--- config.mk ---
export PLATFORM = sky130hd
export DESIGN_NAME = wdr_top
export DESIGN_NICKNAME = d
export VERILOG_FILES = /design/src/hw/wdr_pkg.sv /design/src/hw/wdr_top.sv
export VERILOG_INCLUDE_DIRS = /design/src /design/src/hw
export SDC_FILE = /design/constraint.sdc
export NUM_CORES = 1
export LEC_CHECK = 0
export CAP_MARGIN = 15
export CORE_MARGIN = 10
export CORE_UTILIZATION = 25
export CTS_BUF_LIST = sky130_fd_sc_hd__clkbuf_4 sky130_fd_sc_hd__clkbuf_8 sky130_fd_sc_hd__clkbuf_16
export DETAILED_ROUTE_END_ITERATION = 8
export DONT_BUFFER_PORTS = 1
export PLACE_DENSITY = 0.42
export SLEW_MARGIN = 20
export SYNTH_ARGS = -nofsm -noshare
export SYNTH_HDL_FRONTEND = slang
export SYNTH_SLANG_ARGS = --single-unit
--- constraint.sdc ---
create_clock -name clk -period 3.2 [get_ports clk]
set_input_delay 0.64 -clock clk [delete_from_list [all_inputs] [get_ports clk]]
set_output_delay 0.64 -clock clk [all_outputs]
set_load 0.01 [all_outputs]
--- src/hw/wdr_regs.svh ---
// register map, field positions, reset values and timing counts of the watchdog
// assumes inclusion by bare name from the top module
`ifndef WDR_REGS_SVH
`define WDR_REGS_SVH

`define WDR_SERVICE_ADDR 8'hA6
`define WDR_AUX_ADDR 8'h8E
`define WDR_STATUS_ADDR 8'hA5
`define WDR_KEY_FIRST 8'h1E
`define WDR_KEY_SECOND 8'hE1
`define WDR_AUX_RTO_BIT 3
`define WDR_AUX_IDLE_BIT 4
`define WDR_AUX_RESET 2'h0
`define WDR_ST_EN_BIT 0
`define WDR_ST_ARMED_BIT 1
`define WDR_ST_PDOWN_BIT 2
`define WDR_ST_HOLD_BIT 3
`define WDR_CNT_W 14
`define WDR_OVF_VAL 14'h3FFF
`define WDR_MC_LAST 4'hB
`define WDR_OSC_PERIOD_NS 20
`define WDR_CLK_PERIOD_NS 20
`define WDR_RST_OUT_OSC 98
`define WDR_RST_OUT_CYC ((`WDR_RST_OUT_OSC * `WDR_OSC_PERIOD_NS + `WDR_CLK_PERIOD_NS - 1) / `WDR_CLK_PERIOD_NS)

`endif

--- src/hw/wdr_pkg.sv ---
// types shared by the watchdog design
// assumes the register header is compiled alongside
package wdr_pkg;

  typedef enum logic [1:0] {
    WDR_RUN,
    WDR_PDOWN,
    WDR_WAKE_HOLD
  } wdr_state_type;

endpackage : wdr_pkg

--- src/hw/wdr_top.sv ---
// one-time enabled watchdog with reset-out pulse on the reset pin
// assumes clk is the oscillator, the cpu drives the register port and mode inputs on clk,
// and the external interrupt pins are asynchronous
//
// How it works
// - the watchdog leaves reset disabled and is enabled only by writing 1E then E1 to the service register at A6.
// - once enabled the 14-bit counter advances once per machine cycle while the oscillator runs.
// - software cannot disable it; only hardware reset or its own overflow reset clears the enable.
// - the 1E then E1 sequence on an enabled watchdog clears the counter.
// - reaching 16383 resets the whole device.
// - overflow drives the reset pin high for 98 oscillator periods.
// - the service register is write-only and the counter can be neither read nor written.
// - in power-down the oscillator stops, so the counter stops and needs no service.
// - power-down is left only by hardware reset or by a low level on an external interrupt enabled before entry.
// - after a wake by interrupt the counter stays stopped until that interrupt line is high again.
// - with idle stop clear the counter keeps running in idle.
// - with idle stop set the counter holds during idle and resumes from that value.
// - with reset-out disable clear the pin is driven after a timeout, with it set the pin is input only.
`timescale 1ns/10ps
`include "wdr_regs.svh"

module wdr_top (
  input wire logic clk,
  input wire logic reset,
  input wire logic [7:0] reg_addr,
  input wire logic [7:0] reg_wdata,
  input wire logic reg_wr,
  input wire logic reg_rd,
  output logic [7:0] reg_rdata,
  input wire logic idle_mode,
  input wire logic pdown_enter,
  input wire logic ext_irq_zero_en,
  input wire logic ext_irq_one_en,
  input wire logic ext_irq_zero,
  input wire logic ext_irq_one,
  input wire logic rst_pin_i,
  output logic rst_pin_o,
  output logic rst_pin_oe,
  output logic chip_reset,
  output logic powered_down
);

  function automatic logic hit(input logic [7:0] a, input logic [7:0] ref_addr);
    hit = (a == ref_addr);
  endfunction : hit

  wdr_pkg::wdr_state_type state_q;
  logic [3:0] mc_div_q;
  logic mc_tick_q;
  logic [`WDR_CNT_W-1:0] cnt_q;
  logic en_q;
  logic armed_q;
  logic idle_stop_q;
  logic rto_dis_q;
  logic [6:0] rst_out_q;
  logic chip_reset_q;
  logic pin_drive_q;
  logic [7:0] rdata_q;
  logic pd_en0_q;
  logic pd_en1_q;
  logic wake_by_one_q;
  logic [1:0] irq0_sync_q;
  logic [1:0] irq1_sync_q;
  logic [1:0] rst_pin_sync_q;
  logic powered_down_q;

  logic svc_wr;
  logic key_first;
  logic key_second;
  logic kick;
  logic count_ok;
  logic ovf;
  logic irq0_lvl;
  logic irq1_lvl;

  // pins are asynchronous to clk
  always_ff @(posedge clk or posedge reset) begin
    if (reset) begin
      irq0_sync_q <= 2'h3;
      irq1_sync_q <= 2'h3;
    end else begin
      irq0_sync_q <= {irq0_sync_q[0], ext_irq_zero};
      irq1_sync_q <= {irq1_sync_q[0], ext_irq_one};
    end
  end

  assign irq0_lvl = irq0_sync_q[1];
  assign irq1_lvl = irq1_sync_q[1];

  // pin level kept for visibility of a held reset, not used by the counter
  always_ff @(posedge clk or posedge reset) begin
    if (reset) begin
      rst_pin_sync_q <= 2'h0;
    end else begin
      rst_pin_sync_q <= {rst_pin_sync_q[0], rst_pin_i};
    end
  end

  // device is held in reset while the reset-out pulse runs, so writes are dropped then
  assign svc_wr = reg_wr && hit(reg_addr, `WDR_SERVICE_ADDR) && !chip_reset_q;
  assign key_first = svc_wr && (reg_wdata == `WDR_KEY_FIRST);
  assign key_second = svc_wr && (reg_wdata == `WDR_KEY_SECOND) && armed_q;
  assign kick = key_second;

  // idle alone does not stop counting
  assign count_ok = en_q && mc_tick_q && (state_q == wdr_pkg::WDR_RUN) && !(idle_mode && idle_stop_q);
  // overflow on the tick that reaches 16383
  assign ovf = count_ok && !kick && (cnt_q == (`WDR_OVF_VAL - 14'h0001));

  // oscillator stopped in power-down, so the divider freezes
  always_ff @(posedge clk or posedge reset) begin
    if (reset) begin
      mc_div_q <= 4'h0;
      mc_tick_q <= 1'b0;
    end else if (state_q == wdr_pkg::WDR_PDOWN) begin
      mc_tick_q <= 1'b0;
    end else begin
      mc_tick_q <= (mc_div_q == `WDR_MC_LAST);
      mc_div_q <= (mc_div_q == `WDR_MC_LAST) ? 4'h0 : mc_div_q + 4'h1;
    end
  end

  // two-byte unlock, any other service write breaks it
  always_ff @(posedge clk or posedge reset) begin
    if (reset) begin
      armed_q <= 1'b0;
    end else if (ovf || chip_reset_q) begin
      armed_q <= 1'b0;
    end else if (svc_wr) begin
      armed_q <= key_first;
    end
  end

  always_ff @(posedge clk or posedge reset) begin
    if (reset) begin
      en_q <= 1'b0;
    end else if (ovf) begin
      en_q <= 1'b0;
    end else if (key_second) begin
      en_q <= 1'b1;
    end
  end

  // no software path loads the counter
  always_ff @(posedge clk or posedge reset) begin
    if (reset) begin
      cnt_q <= '0;
    end else if (ovf || kick) begin
      cnt_q <= '0;
    end else if (count_ok) begin
      cnt_q <= cnt_q + 14'h0001;
    end
  end

  // config bits return to default with the overflow reset of the device
  always_ff @(posedge clk or posedge reset) begin
    if (reset) begin
      {idle_stop_q, rto_dis_q} <= `WDR_AUX_RESET;
    end else if (ovf) begin
      {idle_stop_q, rto_dis_q} <= `WDR_AUX_RESET;
    end else if (reg_wr && hit(reg_addr, `WDR_AUX_ADDR) && !chip_reset_q) begin
      idle_stop_q <= reg_wdata[`WDR_AUX_IDLE_BIT];
      rto_dis_q <= reg_wdata[`WDR_AUX_RTO_BIT];
    end
  end

  // disable bit sampled at the overflow, before it is cleared
  always_ff @(posedge clk or posedge reset) begin
    if (reset) begin
      rst_out_q <= 7'h00;
      chip_reset_q <= 1'b0;
      pin_drive_q <= 1'b0;
    end else if (ovf) begin
      rst_out_q <= 7'(`WDR_RST_OUT_CYC - 1);
      chip_reset_q <= 1'b1;
      pin_drive_q <= !rto_dis_q;
    end else if (rst_out_q != 7'h00) begin
      rst_out_q <= rst_out_q - 7'h01;
    end else begin
      chip_reset_q <= 1'b0;
      pin_drive_q <= 1'b0;
    end
  end

  // leave power-down only on an enabled low interrupt
  // then hold until that line is high again
  always_ff @(posedge clk or posedge reset) begin
    if (reset) begin
      state_q <= wdr_pkg::WDR_RUN;
      powered_down_q <= 1'b0;
      pd_en0_q <= 1'b0;
      pd_en1_q <= 1'b0;
      wake_by_one_q <= 1'b0;
    end else begin
      case (state_q)
        wdr_pkg::WDR_RUN: begin
          if (pdown_enter && !chip_reset_q) begin
            state_q <= wdr_pkg::WDR_PDOWN;
            powered_down_q <= 1'b1;
            pd_en0_q <= ext_irq_zero_en;
            pd_en1_q <= ext_irq_one_en;
          end
        end
        wdr_pkg::WDR_PDOWN: begin
          if (pd_en0_q && !irq0_lvl) begin
            state_q <= wdr_pkg::WDR_WAKE_HOLD;
            powered_down_q <= 1'b0;
            wake_by_one_q <= 1'b0;
          end else if (pd_en1_q && !irq1_lvl) begin
            state_q <= wdr_pkg::WDR_WAKE_HOLD;
            powered_down_q <= 1'b0;
            wake_by_one_q <= 1'b1;
          end
        end
        wdr_pkg::WDR_WAKE_HOLD: begin
          if (wake_by_one_q ? irq1_lvl : irq0_lvl) begin
            state_q <= wdr_pkg::WDR_RUN;
          end
        end
        default: begin
          state_q <= wdr_pkg::WDR_RUN;
          powered_down_q <= 1'b0;
        end
      endcase
    end
  end

  // service register reads as zero, counter not mapped
  always_ff @(posedge clk or posedge reset) begin
    if (reset) begin
      rdata_q <= 8'h00;
    end else if (reg_rd) begin
      rdata_q <= 8'h00;
      if (hit(reg_addr, `WDR_AUX_ADDR)) begin
        rdata_q[`WDR_AUX_IDLE_BIT] <= idle_stop_q;
        rdata_q[`WDR_AUX_RTO_BIT] <= rto_dis_q;
      end else if (hit(reg_addr, `WDR_STATUS_ADDR)) begin
        rdata_q[`WDR_ST_EN_BIT] <= en_q;
        rdata_q[`WDR_ST_ARMED_BIT] <= armed_q;
        rdata_q[`WDR_ST_PDOWN_BIT] <= (state_q == wdr_pkg::WDR_PDOWN);
        rdata_q[`WDR_ST_HOLD_BIT] <= (state_q == wdr_pkg::WDR_WAKE_HOLD);
      end
    end else begin
      rdata_q <= 8'h00;
    end
  end

  assign reg_rdata = rdata_q;
  assign rst_pin_o = pin_drive_q;
  assign rst_pin_oe = pin_drive_q;
  assign chip_reset = chip_reset_q;
  // registered copy of the state decode so the output comes from a flop
  assign powered_down = powered_down_q;

  // helper: length of the pin pulse
  logic [6:0] oe_len_q;
  always_ff @(posedge clk or posedge reset) begin
    if (reset) begin
      oe_len_q <= 7'h00;
    end else if (pin_drive_q) begin
      oe_len_q <= oe_len_q + 7'h01;
    end else begin
      oe_len_q <= 7'h00;
    end
  end

  property p_no_soft_enable;
    @(posedge clk) disable iff (reset)
    (!en_q && !key_second) |=> !en_q;
  endproperty
  a_no_soft_enable: assert property (p_no_soft_enable) else $error("watchdog enabled without unlock");

  property p_count_step;
    @(posedge clk) disable iff (reset)
    (count_ok && !kick && !ovf) |=> (cnt_q == $past(cnt_q) + 14'h0001);
  endproperty
  a_count_step: assert property (p_count_step) else $error("counter did not advance");

  property p_stay_enabled;
    @(posedge clk) disable iff (reset)
    (en_q && !ovf) |=> en_q;
  endproperty
  a_stay_enabled: assert property (p_stay_enabled) else $error("watchdog disabled without reset");

  property p_kick_clears;
    @(posedge clk) disable iff (reset)
    kick |=> (cnt_q == '0) && en_q;
  endproperty
  a_kick_clears: assert property (p_kick_clears) else $error("service did not clear counter");

  property p_ovf_resets;
    @(posedge clk) disable iff (reset)
    ovf |=> chip_reset && !en_q ##1 chip_reset;
  endproperty
  a_ovf_resets: assert property (p_ovf_resets) else $error("overflow did not reset device");

  property p_pulse_len;
    @(posedge clk) disable iff (reset)
    $fell(pin_drive_q) |-> (oe_len_q == 7'(`WDR_RST_OUT_CYC));
  endproperty
  a_pulse_len: assert property (p_pulse_len) else $error("reset-out pulse length wrong");

  property p_svc_reads_zero;
    @(posedge clk) disable iff (reset)
    (reg_rd && hit(reg_addr, `WDR_SERVICE_ADDR)) |=> (reg_rdata == 8'h00);
  endproperty
  a_svc_reads_zero: assert property (p_svc_reads_zero) else $error("service register readable");

  property p_pdown_frozen;
    @(posedge clk) disable iff (reset)
    (state_q == wdr_pkg::WDR_PDOWN) |=> $stable(cnt_q) && !mc_tick_q;
  endproperty
  a_pdown_frozen: assert property (p_pdown_frozen) else $error("counter moved in power-down");

  property p_wake_hold;
    @(posedge clk) disable iff (reset)
    (state_q == wdr_pkg::WDR_WAKE_HOLD) && !kick |=> $stable(cnt_q);
  endproperty
  a_wake_hold: assert property (p_wake_hold) else $error("counter ran before interrupt released");

  property p_idle_hold;
    @(posedge clk) disable iff (reset)
    (idle_mode && idle_stop_q && !kick) |=> $stable(cnt_q);
  endproperty
  a_idle_hold: assert property (p_idle_hold) else $error("counter moved in idle with stop set");

  property p_rto_disable;
    @(posedge clk) disable iff (reset)
    (ovf && rto_dis_q) |=> !rst_pin_oe [*8];
  endproperty
  a_rto_disable: assert property (p_rto_disable) else $error("reset pin driven while disabled");

  property p_mc_period;
    @(posedge clk) disable iff (reset || state_q != wdr_pkg::WDR_RUN)
    mc_tick_q |=> !mc_tick_q [*8];
  endproperty
  a_mc_period: assert property (p_mc_period) else $error("machine tick too frequent");

endmodule : wdr_top

==> metrics.log, run 1 <==
[metrics] worst setup slack before clock tree synthesis: 0.907 ns
[metrics] detailed-route via count: 1702
[metrics] startpoint class of the critical path: flip-flop
[metrics] height of the chip: 117 um
[metrics] Row Count: 35
[metrics] clock transition at the registers of the reported paths: 0.09 ns
[metrics] average size of a mapped cell: 10.0 um^2
[metrics] class of the worst hold path: in -> reg
[metrics] highest fanout seen on the critical path: 6
[metrics] total detailed-routing wirelength: 5.33 mm
[metrics] flops & latches, synth: 47
[metrics] Netlist Area Pre-Place: 2360 um^2
[metrics] Max-cap violations: 0
[metrics] critical path type: reg -> reg
[metrics] number of unique standard cell types used by synthesis: 41
[metrics] Fmax: 463 MHz
[metrics] share of final-layout standard cells stronger than drive strength 1: 0.0947
[metrics] endpoints failing hold: 0
[metrics] first-pass GRT wire length: 8.61 mm
[metrics] post-cts hold buffer count: 0
[metrics] total DRC errors in the routed layout: 0
[metrics] half-perimeter wire length of the detailed placement result: 3.82 mm
[metrics] CTS Buffer Depth: 2
[metrics] final count of pins violating max slew: 0
[metrics] first-iteration detailed-routing DRC count: 94
[metrics] length in cells of the worst reg-to-reg path: 5
[metrics] Area Overhead vs Synth: 10.5%
[metrics] number of cells produced by synthesis: 236
[metrics] sum of overflow across all layers after global routing: 0
[metrics] CTS sink cnt: 47
[metrics] hold path startpoint: ext_irq_zero
[metrics] antenna violations before repair: 0
[metrics] Util after Layout: 0.282
[metrics] Worst R2R End: cnt_q[13]
[metrics] width of the die: 117 um
[metrics] Worst Setup End Kind: flip-flop
[metrics] post-route fraction of the period consumed by the critical path: 0.675
[metrics] M1 GR Usage: 0.102
[metrics] first-pass iteration count of the detailed router: 4
[metrics] placed cell count: 364
[metrics] minimum clock period after layout: 2.16 ns
[metrics] ANT cells: 0
[metrics] Slew HR: 0.427
[metrics] timing startpoint of the critical path: state_q[0]
[metrics] Yosys Warn Count: 0
[metrics] total I/O pin count: 39
[metrics] clock tree skew after final layout: 0.0147 ns
[metrics] gr busiest metal: met2
[metrics] Post CTS Setup Buffer Count: 0
[metrics] Max VDD drop: 195 uV
[metrics] Setup violations, final: 0
[metrics] CTS tree: built
[metrics] transition time of the tightest slew-check pin: 0.859 ns
[metrics] Total Nets Final: 274
[metrics] R2R setup slack: 1.04 ns
[metrics] detail-routed via count per cell: 4.58
[metrics] number of I/O port buffers: 0
[metrics] core area: 9240 um^2
[metrics] Filler Cells Inserted: 976
[metrics] clock root cell: sky130_fd_sc_hd__clkbuf_8
[metrics] Async SR Flop Fraction: 1.00
[metrics] initial core utilization: 0.256
[metrics] clk_lat worst skew: 0.30 ns
[metrics] vias in the first global route: 1679
[metrics] maximum number of pins on one net before global-route repair: 48
[metrics] clock buffer count from CTS: 5
[metrics] post-detailed-route count of antenna-violating nets: 0
[metrics] unrepaired setup endpoints after global routing: false
[metrics] die footprint: 13700 um^2
[metrics] Crit path required time: 3.38 ns
[metrics] number of non-filler instances in the completed layout: 372
[metrics] setup TNS: 0 ns
[metrics] gpl congestion: 0.702
[metrics] worst-case hold path end point: irq0_sync_q[0]
[metrics] met3 Resource Use GR: 0.0234
[metrics] Worst Setup Slack, final: 1.04 ns
[metrics] data arrival time of the critical path: 2.34 ns
[metrics] number of resized instances in the post-cts repair step: 0
[metrics] ratio of total power to cell area: 513 nW/um^2
[metrics] status: completed
[metrics] Crit Reg-Reg Startpoint: state_q[0]
[metrics] number of stages on the worst hold path: 0
[metrics] H-tree depth: 2
[metrics] static power due to leakage: 1.09 nW
[metrics] met2 usage: 0.125
[metrics] all-layer global routing usage: 0.0796
[metrics] Avg WL per Cell: 14.3 um
[metrics] primary flip-flop cell chosen by synthesis mapping: sky130_fd_sc_hd__dfrtp_1
[metrics] count of flip-flops with a built-in enable after synthesis: 0
[metrics] sequential element share of the synthesized area: 0.500
-- worst max-delay path, cell delays in order (launching register included) --
cell and delay, ns:
sky130_fd_sc_hd__dfrtp_1 0.44, sky130_fd_sc_hd__nand4bb_4 0.27, sky130_fd_sc_hd__a2111o_1 0.51, sky130_fd_sc_hd__or4_1 0.46
sky130_fd_sc_hd__o21a_1 0.19, sky130_fd_sc_hd__o22a_1 0.17
-- layout make-up --
cell class              count  area [um^2]  area share
well taps                 129          161      0.0618
inverters                   6         23.8     0.00911
clock buffers               6         82.6      0.0316
repair buffers              2         15.0     0.00575
flip-flops and latches     47         1180       0.453
multi-input cells         180         1130       0.434
clock inverters             2         13.8     0.00527
-- worst max-delay path by stage --
stage / end / cells after the start
2_1_floorplan: cnt_q[9] / 5
3_3_place_gp: rst_out_q[0] / 5
3_5_place_dp: rst_out_q[0] / 5
4_1_cts: rst_pin_o / 5
5_1_grt: rst_out_q[5] / 5
6_report: cnt_q[13] / 5
-- per-layer routing --
metal	wire length (um)	up-vias
li1	-	850
met1	2640	807
met4	56	0
met5	0	-
met2	2230	41
met3	395	4
-- cell families after synthesis --
kind of cell / after synthesis / share of synthesized area
adder cells (fa/ha/maj): 5 / 0.0265
other: 1 / 0.00159
multiplexers: 7 / 0.0307
buffers and inverters: 11 / 0.0238
AND/OR/NAND/NOR: 111 / 0.263
flip-flops: 47 / 0.500
AO/OA/AOI/OAI: 45 / 0.121
XOR/XNOR: 9 / 0.0334
-- through the flow --
stage	cell area (um^2)	total power, mW	hold WS (ns)
floorplan	2370	0.914	0.345
global placement	2510	0.959	0.347
detailed placement	2510	0.963	0.347
CTS	2610	1.36	0.319
global route	2610	1.42	0.304
finish	2610	1.34	0.328
-- registers in the layout (all words and copies together), names as in the netlist, 2 cells and up --
register and cells:
cnt_q 14, irq0_sync_q 2, reg_rdata 5, irq1_sync_q 2, mc_div_q 4, state_q 2, rst_out_q 7
-- cell usage after synthesis (all sizes together), types with 2 or more instances --
library cell | number | share of area
xor2 | 4 | 0.015
and2 | 5 | 0.013
a21oi | 15 | 0.032
nand3b | 6 | 0.019
nor3 | 7 | 0.015
nand2 | 24 | 0.038
a211oi | 4 | 0.013
nand4b | 3 | 0.011
buf | 4 | 0.013
a21o | 5 | 0.016
dfstp | 4 | 0.044
a22o | 2 | 0.0074
or4 | 2 | 0.0064
nand2b | 2 | 0.0053
mux2i | 5 | 0.021
xnor2 | 5 | 0.019
dfrtp | 43 | 0.46
inv | 6 | 0.0095
o21ai | 9 | 0.019
nor2b | 4 | 0.011
nor3b | 2 | 0.0064
nor4bb | 6 | 0.025
or3 | 2 | 0.0053
a31oi | 5 | 0.013
nand4 | 4 | 0.011
mux2 | 2 | 0.0095
nand3 | 12 | 0.025
nor2 | 28 | 0.048
ha | 5 | 0.026
-- power breakdown --
part	leakage, nW	internal (mW)	switching [mW]
logic	0.461	0.111	0.112
registers	0.573	0.665	0.0606
clock network	0.0516	0.177	0.213
total	1.09	0.953	0.386
-- placed cells by master (no fill, tap or decap), types with 2 or more instances in the layout --
cell type and n:
sky130_fd_sc_hd__dfrtp_1 43, sky130_fd_sc_hd__nor2_1 27, sky130_fd_sc_hd__nand2_1 24, sky130_fd_sc_hd__a21oi_1 15, sky130_fd_sc_hd__nand3_1 12, sky130_fd_sc_hd__o21ai_0 9
sky130_fd_sc_hd__nor3_1 7, sky130_fd_sc_hd__nor4bb_1 6, sky130_fd_sc_hd__nand3b_1 6, sky130_fd_sc_hd__clkbuf_8 6, sky130_fd_sc_hd__xnor2_1 5, sky130_fd_sc_hd__inv_1 5
sky130_fd_sc_hd__a31oi_1 5, sky130_fd_sc_hd__mux2i_1 5, sky130_fd_sc_hd__and2_1 5, sky130_fd_sc_hd__a21o_1 5, sky130_fd_sc_hd__ha_1 5, sky130_fd_sc_hd__xor2_1 4
sky130_fd_sc_hd__nand4_1 4, sky130_fd_sc_hd__a211oi_1 4, sky130_fd_sc_hd__nor2b_1 4, sky130_fd_sc_hd__dfstp_2 4, sky130_fd_sc_hd__nand4b_1 3, sky130_fd_sc_hd__conb_1 3
sky130_fd_sc_hd__nor3b_1 2, sky130_fd_sc_hd__or4_1 2, sky130_fd_sc_hd__or3_1 2, sky130_fd_sc_hd__a22o_1 2, sky130_fd_sc_hd__nand2b_1 2, sky130_fd_sc_hd__clkinv_2 2
sky130_fd_sc_hd__mux2_2 2, sky130_fd_sc_hd__buf_4 2
No activity file was read; power rests on OpenSTA's default activity.
==> inputs of run 2 (changes only) <==
==> constraint.sdc (replaced) <==
create_clock -name clk -period 2 [get_ports clk]
set_input_delay 0.4 -clock clk [delete_from_list [all_inputs] [get_ports clk]]
set_output_delay 0.4 -clock clk [all_outputs]
set_load 0.01 [all_outputs]
==> metrics.log, run 2 (synthesis gave the netlist of run 1 again) <==
[metrics] CTS sink cnt: 47 (unchanged)
[metrics] Area Overhead vs Synth: 17.1%
[metrics] static power due to leakage: 1.18 nW (+8.8%)
[metrics] CTS tree: built
[metrics] startpoint class of the critical path: flip-flop
[metrics] detailed-route via count: 1785 (+4.9%)
[metrics] Post CTS Setup Buffer Count: 0 (unchanged)
[metrics] height of the chip: 117 um (unchanged)
[metrics] cell area after placement: 2670 um^2 (+6.3%)
[metrics] Total Nets Final: 295 (+7.7%)
[metrics] detail-routed via count per cell: 4.54 (-0.73%)
[metrics] sum of overflow across all layers after global routing: 0 (unchanged)
[metrics] Crit path required time: 2.19 ns (-1.19 ns)
[metrics] data arrival time of the critical path: 2.09 ns (-0.25 ns)
[metrics] total I/O pin count: 39 (unchanged)
[metrics] final count of pins violating max slew: 0 (unchanged)
[metrics] ratio of total power to cell area: 781 nW/um^2 (+52%)
[metrics] half-perimeter wire length of the detailed placement result: 4.13 mm (+8.2%)
[metrics] post-cts hold buffer count: 0 (unchanged)
[metrics] Worst Setup End Kind: flip-flop
[metrics] core area: 9240 um^2 (unchanged)
[metrics] width of the die: 117 um (unchanged)
[metrics] Max VDD drop: 300 uV (+54%)
[metrics] most common cell after layout, fill and taps aside: sky130_fd_sc_hd__dfrtp_1
[metrics] Slew HR: 0.592 (+0.165)
[metrics] share of final-layout standard cells stronger than drive strength 1: 0.170 (+0.0758)
[metrics] post-route fraction of the period consumed by the critical path: 0.948 (+0.273)
[metrics] all-layer global routing usage: 0.0841 (+0.00444)
[metrics] critical path, cell by cell: nand4bb_4, a2111o_1, or4_1, o21a_1, o22a_1
[metrics] Avg WL per Cell: 13.8 um (-3.4%)
[metrics] total detailed-routing wirelength: 5.44 mm (+2.0%)
[metrics] flip-flop count of the largest register after layout: 14 (unchanged)
[metrics] status: completed
[metrics] highest fanout seen on the critical path: 4 (-2)
[metrics] transition time of the tightest slew-check pin: 0.612 ns (-0.246 ns)
[metrics] unrepaired setup endpoints after global routing: false
[metrics] number of I/O port buffers: 0 (unchanged)
[metrics] worst setup slack before clock tree synthesis: 0.0161 ns (-0.891 ns)
[metrics] setup TNS: 0 ns (unchanged)
[metrics] clock root cell: sky130_fd_sc_hd__clkbuf_8
[metrics] first-pass iteration count of the detailed router: 4 (unchanged)
[metrics] minimum clock period after layout: 1.90 ns (-0.264 ns)
[metrics] gpl congestion: 0.718 (+2.2%)
[metrics] total design power: 2.16 mW (+61%)
[metrics] Largest Register: cnt_q
[metrics] first-iteration detailed-routing DRC count: 70 (-26%)
[metrics] maximum single-stage delay on the critical path: 0.44 ns (-0.07 ns)
[metrics] maximum number of pins on one net before global-route repair: 48 (unchanged)
[metrics] Max-cap violations: 0 (unchanged)
[metrics] worst path buffer plus inverter count: 0 (unchanged)
[metrics] first-pass GRT wire length: 9.14 mm (+6.1%)
[metrics] ANT cells: 0 (unchanged)
[metrics] critical path type: reg -> reg
[metrics] die footprint: 13700 um^2 (unchanged)
[metrics] class of the worst hold path: in -> reg
[metrics] total DRC errors in the routed layout: 0 (unchanged)
[metrics] clk_lat worst skew: 0.30 ns (about the same)
[metrics] initial core utilization: 0.256 (unchanged)
[metrics] CTS Buffer Depth: 2 (unchanged)
[metrics] endpoints failing hold: 0 (unchanged)
[metrics] Worst Setup Slack, final: 0.103 ns (-0.936 ns)
[metrics] highest-count cells in the layout ignoring fill and taps: 43 x sky130_fd_sc_hd__dfrtp_1, 26 x sky130_fd_sc_hd__nor2_1, 24 x sky130_fd_sc_hd__nand2_1
[metrics] slowest cell on the critical path: sky130_fd_sc_hd__or4_1
[metrics] clock buffer count from CTS: 5 (unchanged)
[metrics] Non-Filler Cell Area, Final: 2770 um^2 (+5.9%)
[metrics] Setup violations, final: 0 (unchanged)
[metrics] Fmax: 527 MHz (+14%)
[metrics] cell type group with the largest total delay on the critical path: compound AO/OA/AOI/OAI gates
[metrics] clock transition at the registers of the reported paths: 0.09 ns (about the same)
[metrics] antenna violations before repair: 0 (unchanged)
[metrics] vias in the first global route: 1843 (+9.8%)
[metrics] Row Count: 35 (unchanged)
[metrics] H-tree depth: 2 (unchanged)
[metrics] clock tree skew after final layout: 0.00748 ns (-0.00721 ns)
[metrics] post-detailed-route count of antenna-violating nets: 0 (unchanged)
run 2: changes by cell type in the layout (fill, tap and decap cells not counted), sizes merged:
cell | previous run | this run
inv | 6 | 7
clkinvlp | 0 | 1
clkinv | 2 | 0
buf | 2 | 23
run 2: cell type report:
type                            instances  area [um^2]
Fill cell                             975         6470
Timing Repair Buffer                   23          173
Tap cell                              129          161
Sequential cell                        47         1180
Multi-Input combinational cell        180         1130
Clock buffer                            6         76.3
Inverter                                6         22.5
Clock inverter                          2         16.3
run 2: metal layers:
layer	global-route usage	share of wire
met5	0	0
met4	0.0321	0.016
met3	0.0219	0.060
met2	0.136	0.45
met1	0.105	0.47
run 2: what timing repair did:
action | CTS | global route
pin swaps | 1 | 0
resized for setup | 0 | 1
setup endpoints to repair | 1 | 1
run 2: final timing paths:
kind	start	end	slack, ns	cells after the start
worst max-delay path	state_q[0]	cnt_q[13]	0.10	5
worst min-delay path	ext_irq_zero	irq0_sync_q[0]	0.08	0
worst max register to register	state_q[0]	cnt_q[13]	0.10	5
worst min register to register	irq1_sync_q[0]	irq1_sync_q[1]	0.36	0
max in group asynchronous	reset	cnt_q[6]	1.46	2
min in group asynchronous	reset	mc_div_q[3]	0.14	2
run 2: where the power goes:
part / switching, mW / leakage [nW] / internal [mW]
combinational: 0.198 / 0.564 / 0.214
clock: 0.338 / 0.0452 / 0.265
sequential: 0.0809 / 0.573 / 1.06
total: 0.617 / 1.18 / 1.54
run 2: per-stage QoR:
stage,hold WS (ns),util,instances
2_1_floorplan,0.345,-,238
3_3_place_gp,0.346,0.289,385
3_5_place_dp,0.350,0.289,385
4_1_cts,0.0662,0.299,393
5_1_grt,0.0535,0.299,393
6_report,0.0823,0.299,393
run 2: worst reg2reg max path, cell delays in order, from the launching register on:
cell and delay (ns):
sky130_fd_sc_hd__dfrtp_1 0.39, sky130_fd_sc_hd__nand4bb_4 0.25, sky130_fd_sc_hd__a2111o_1 0.35, sky130_fd_sc_hd__or4_1 0.44, sky130_fd_sc_hd__o21a_1 0.19, sky130_fd_sc_hd__o22a_1 0.18
==> inputs of run 3 (changes only) <==
--- a/config.mk
+++ b/config.mk
@@ -6,6 +6,7 @@
 export SDC_FILE = /design/constraint.sdc
 export NUM_CORES = 1
 export LEC_CHECK = 0
+export ABC_AREA = 1
 export CAP_MARGIN = 15
 export CORE_MARGIN = 10
 export CORE_UTILIZATION = 25
==> metrics.log, run 3 <==
[metrics] clock tree skew after final layout: 0.0113 ns (+0.00383 ns)
[metrics] CTS Buffer Depth: 2 (unchanged)
[metrics] Max-cap violations: 0 (unchanged)
[metrics] Fmax: 571 MHz (+8.2%)
[metrics] count of flip-flops with a built-in enable after synthesis: 0 (unchanged)
[metrics] flops & latches, synth: 47 (unchanged)
[metrics] Post CTS Setup Buffer Count: 0 (unchanged)
[metrics] maximum number of pins on one net before global-route repair: 21 (-56%)
[metrics] Async SR Flop Fraction: 1.00 (unchanged)
[metrics] post-detailed-route count of antenna-violating nets: 0 (unchanged)
[metrics] detailed-route via count: 2104 (+18%)
[metrics] final count of pins violating max slew: 0 (unchanged)
[metrics] Yosys top cell by area: sky130_fd_sc_hd__dfrtp_1
[metrics] maximum single-stage delay on the critical path: 0.42 ns (-0.02 ns)
[metrics] slowest cell on the critical path: sky130_fd_sc_hd__dfrtp_1
[metrics] number of unique standard cell types used by synthesis: 32 (-22%)
[metrics] count leader, synth: sky130_fd_sc_hd__nand2_1
[metrics] worst path buffer plus inverter count: 1 (+1)
[metrics] core area: 10400 um^2 (+12%)
[metrics] clock root cell: sky130_fd_sc_hd__clkbuf_8
[metrics] top cell types by occurrence after synthesis: 69 x sky130_fd_sc_hd__nand2_1, 58 x sky130_fd_sc_hd__inv_1, 43 x sky130_fd_sc_hd__dfrtp_1, 38 x sky130_fd_sc_hd__nor2_1, 34 x sky130_fd_sc_hd__nand3_1
[metrics] first-pass GRT wire length: 10.5 mm (+15%)
[metrics] placed cell count: 477 (+24%)
[metrics] class of the worst hold path: in -> async
[metrics] height of the chip: 123 um (+5.2%)
[metrics] CTS tree: built
[metrics] H-tree depth: 2 (unchanged)
[metrics] Max VDD drop: 249 uV (-17%)
[metrics] total DRC errors in the routed layout: 0 (unchanged)
[metrics] all-layer global routing usage: 0.0841 (about the same)
[metrics] number of non-filler instances in the completed layout: 485 (+23%)
[metrics] number of I/O port buffers: 0 (unchanged)
[metrics] total design power: 1.73 mW (-20%)
[metrics] Largest Register: cnt_q
[metrics] failing checks: negative hold slack
[metrics] highest-count cells in the layout ignoring fill and taps: 69 x sky130_fd_sc_hd__nand2_1, 57 x sky130_fd_sc_hd__inv_1, 43 x sky130_fd_sc_hd__dfrtp_1
[metrics] Worst Setup Slack, final: 0.248 ns (+0.144 ns)
[metrics] cell type group with the largest total delay on the critical path: simple AND/OR/NAND/NOR gates
[metrics] setup TNS: 0 ns (unchanged)
[metrics] status: finished with violations
[metrics] sequential element share of the synthesized area: 0.443 (-0.0574)
[metrics] most common cell after layout, fill and taps aside: sky130_fd_sc_hd__nand2_1
[metrics] Row Count: 37 (+5.7%)
[metrics] Area contributors post-synth: sky130_fd_sc_hd__dfrtp_1 40%, sky130_fd_sc_hd__nand2_1 9.7%, sky130_fd_sc_hd__inv_1 8.2%
[metrics] length in cells of the worst reg-to-reg path: 9 (+4)
[metrics] Area Overhead vs Synth: 9.80%
[metrics] ANT cells: 0 (unchanged)
[metrics] Yosys Warn Count: 0 (unchanged)
[metrics] Worst Setup End Kind: flip-flop
[metrics] post-cts hold buffer count: 0 (unchanged)
[metrics] endpoints failing hold: 9 (+9)
[metrics] clock transition at the registers of the reported paths: 0.09 ns (about the same)
[metrics] Worst R2R End: cnt_q[11]
[metrics] number of cells produced by synthesis: 342 (+45%)
[metrics] Crit path required time: 2.23 ns (+0.04 ns)
[metrics] minimum clock period after layout: 1.75 ns (-0.144 ns)
[metrics] detail-routed via count per cell: 4.34 (-4.5%)
[metrics] average size of a mapped cell: 7.80 um^2 (-22%)
[metrics] post-route fraction of the period consumed by the critical path: 0.876 (-0.0721)
[metrics] initial core utilization: 0.257 (+0.00171)
[metrics] top cell type's share of synthesized area: 0.403 (-0.0523)
[metrics] worst setup slack before clock tree synthesis: 0.271 ns (+0.255 ns)
[metrics] Avg WL per Cell: 12.6 um (-8.6%)
[metrics] R2R setup slack: 0.25 ns (+0.14 ns)
[metrics] number of resized instances in the post-cts repair step: 0 (unchanged)
[metrics] Setup crit end: cnt_q[11]
[metrics] total detailed-routing wirelength: 6.13 mm (+13%)
[metrics] gpl congestion: 0.835 (+16%)
[metrics] static power due to leakage: 1.52 nW (+29%)
[metrics] unrepaired setup endpoints after global routing: false
[metrics] clk_lat worst skew: 0.30 ns (about the same)
[metrics] logic depth of the worst setup path including buffers: 9 (+4)
[metrics] CTS sink cnt: 47 (unchanged)
[metrics] first-iteration detailed-routing DRC count: 129 (+84%)
[metrics] Netlist Area Pre-Place: 2670 um^2 (+13%)
[metrics] highest fanout seen on the critical path: 17 (+13)
[metrics] share of final-layout standard cells stronger than drive strength 1: 0.129 (-0.0415)
[metrics] half-perimeter wire length of the detailed placement result: 4.83 mm (+17%)
[metrics] primary flip-flop cell chosen by synthesis mapping: sky130_fd_sc_hd__dfrtp_1
[metrics] sum of overflow across all layers after global routing: 0 (unchanged)
[metrics] ratio of total power to cell area: 591 nW/um^2 (-24%)
[metrics] width of the die: 123 um (+5.2%)
[metrics] hold slack final: -0.00488 ns (-0.0871 ns)
[metrics] critical path, cell by cell: inv_1, ha_1, nand3_1, nor2_1, nand3_2, nor2_4, nor2_4, o21ai_0, nor2_1
[metrics] clock buffer count from CTS: 5 (unchanged)
[metrics] antenna violations before repair: 0 (unchanged)
[metrics] Crit Reg-Reg Startpoint: cnt_q[0]
[metrics] die footprint: 15200 um^2 (+11%)
[metrics] flip-flop count of the largest register after layout: 14 (unchanged)
[metrics] Setup violations, final: 0 (unchanged)
[metrics] timing startpoint of the critical path: cnt_q[0]
[metrics] vias in the first global route: 2084 (+13%)
[metrics] data arrival time of the critical path: 1.98 ns (-0.11 ns)
[metrics] first-pass iteration count of the detailed router: 4 (unchanged)
[metrics] total I/O pin count: 39 (unchanged)
[metrics] Total Nets Final: 380 (+29%)
[metrics] critical path type: reg -> reg
[metrics] startpoint class of the critical path: flip-flop
-- run 3: cell types whose count changed in the layout (fill, tap and decap cells not counted), sizes merged, moves of 6 or more --
cell	before	now
o21ai	9	16
nand2	24	73
buf	23	4
nor2	28	49
inv	7	59
a21oi	15	5
nor4bb	6	0
nand3	12	41
nand4	4	11
-- run 3: metal layers --
metal  vias to the layer above  part of all wire  GRT usage
met5                         -                 0          0
met4                         0             0.017     0.0262
met3                         7             0.067     0.0187
met2                        43              0.43      0.125
met1                       968              0.49      0.118
li1                       1086                 -          -
-- run 3: worst min path at each step --
stage,startpoint,endpoint
after detailed placement,reset,mc_div_q[3]
after global routing,reset,cnt_q[0]
after floorplan,irq0_sync_q[0],irq0_sync_q[1]
after global placement,reset,mc_div_q[3]
after CTS,reset,cnt_q[0]
final,reset,cnt_q[0]
-- run 3: power breakdown --
group          internal [mW]  switching (mW)
Clock                  0.402           0.320
Sequential             0.957         0.00186
Combinational         0.0117          0.0381
Total                   1.37           0.360
-- run 3: area by class of cell --
type	count	area, um^2
flip-flops and latches	47	1180
multi-input cells	231	1210
well taps	136	170
clock inverters	1	30.0
repair buffers	4	30.0
inverters	59	226
fillers	1133	7440
clock buffers	7	83.8
-- run 3: per-stage QoR --
step	area (um^2)	util
2_1_floorplan	2680	-
3_3_place_gp	2820	0.272
6_report	2930	0.283
4_1_cts	2930	0.283
3_5_place_dp	2820	0.272
5_1_grt	2930	0.283
-- run 3: cell families after synthesis --
kind of cell    Yosys count  share of synthesized area
simple gates            192                      0.353
buf+inv                  66                      0.107
flops                    47                      0.443
compound gates           24                     0.0497
xor+xnor                  7                     0.0230
fa+ha+maj                 5                     0.0234
other cells               1                    0.00141
-- run 3: worst register-to-register path, stage by stage (launching register included) --
cell                      delay, ns
sky130_fd_sc_hd__dfrtp_1       0.42
sky130_fd_sc_hd__inv_1         0.08
sky130_fd_sc_hd__ha_1          0.22
sky130_fd_sc_hd__nand3_1       0.09
sky130_fd_sc_hd__nor2_1        0.07
sky130_fd_sc_hd__nand3_2       0.10
sky130_fd_sc_hd__nor2_4        0.05
sky130_fd_sc_hd__nor2_4        0.36
sky130_fd_sc_hd__o21ai_0       0.17
sky130_fd_sc_hd__nor2_1        0.12
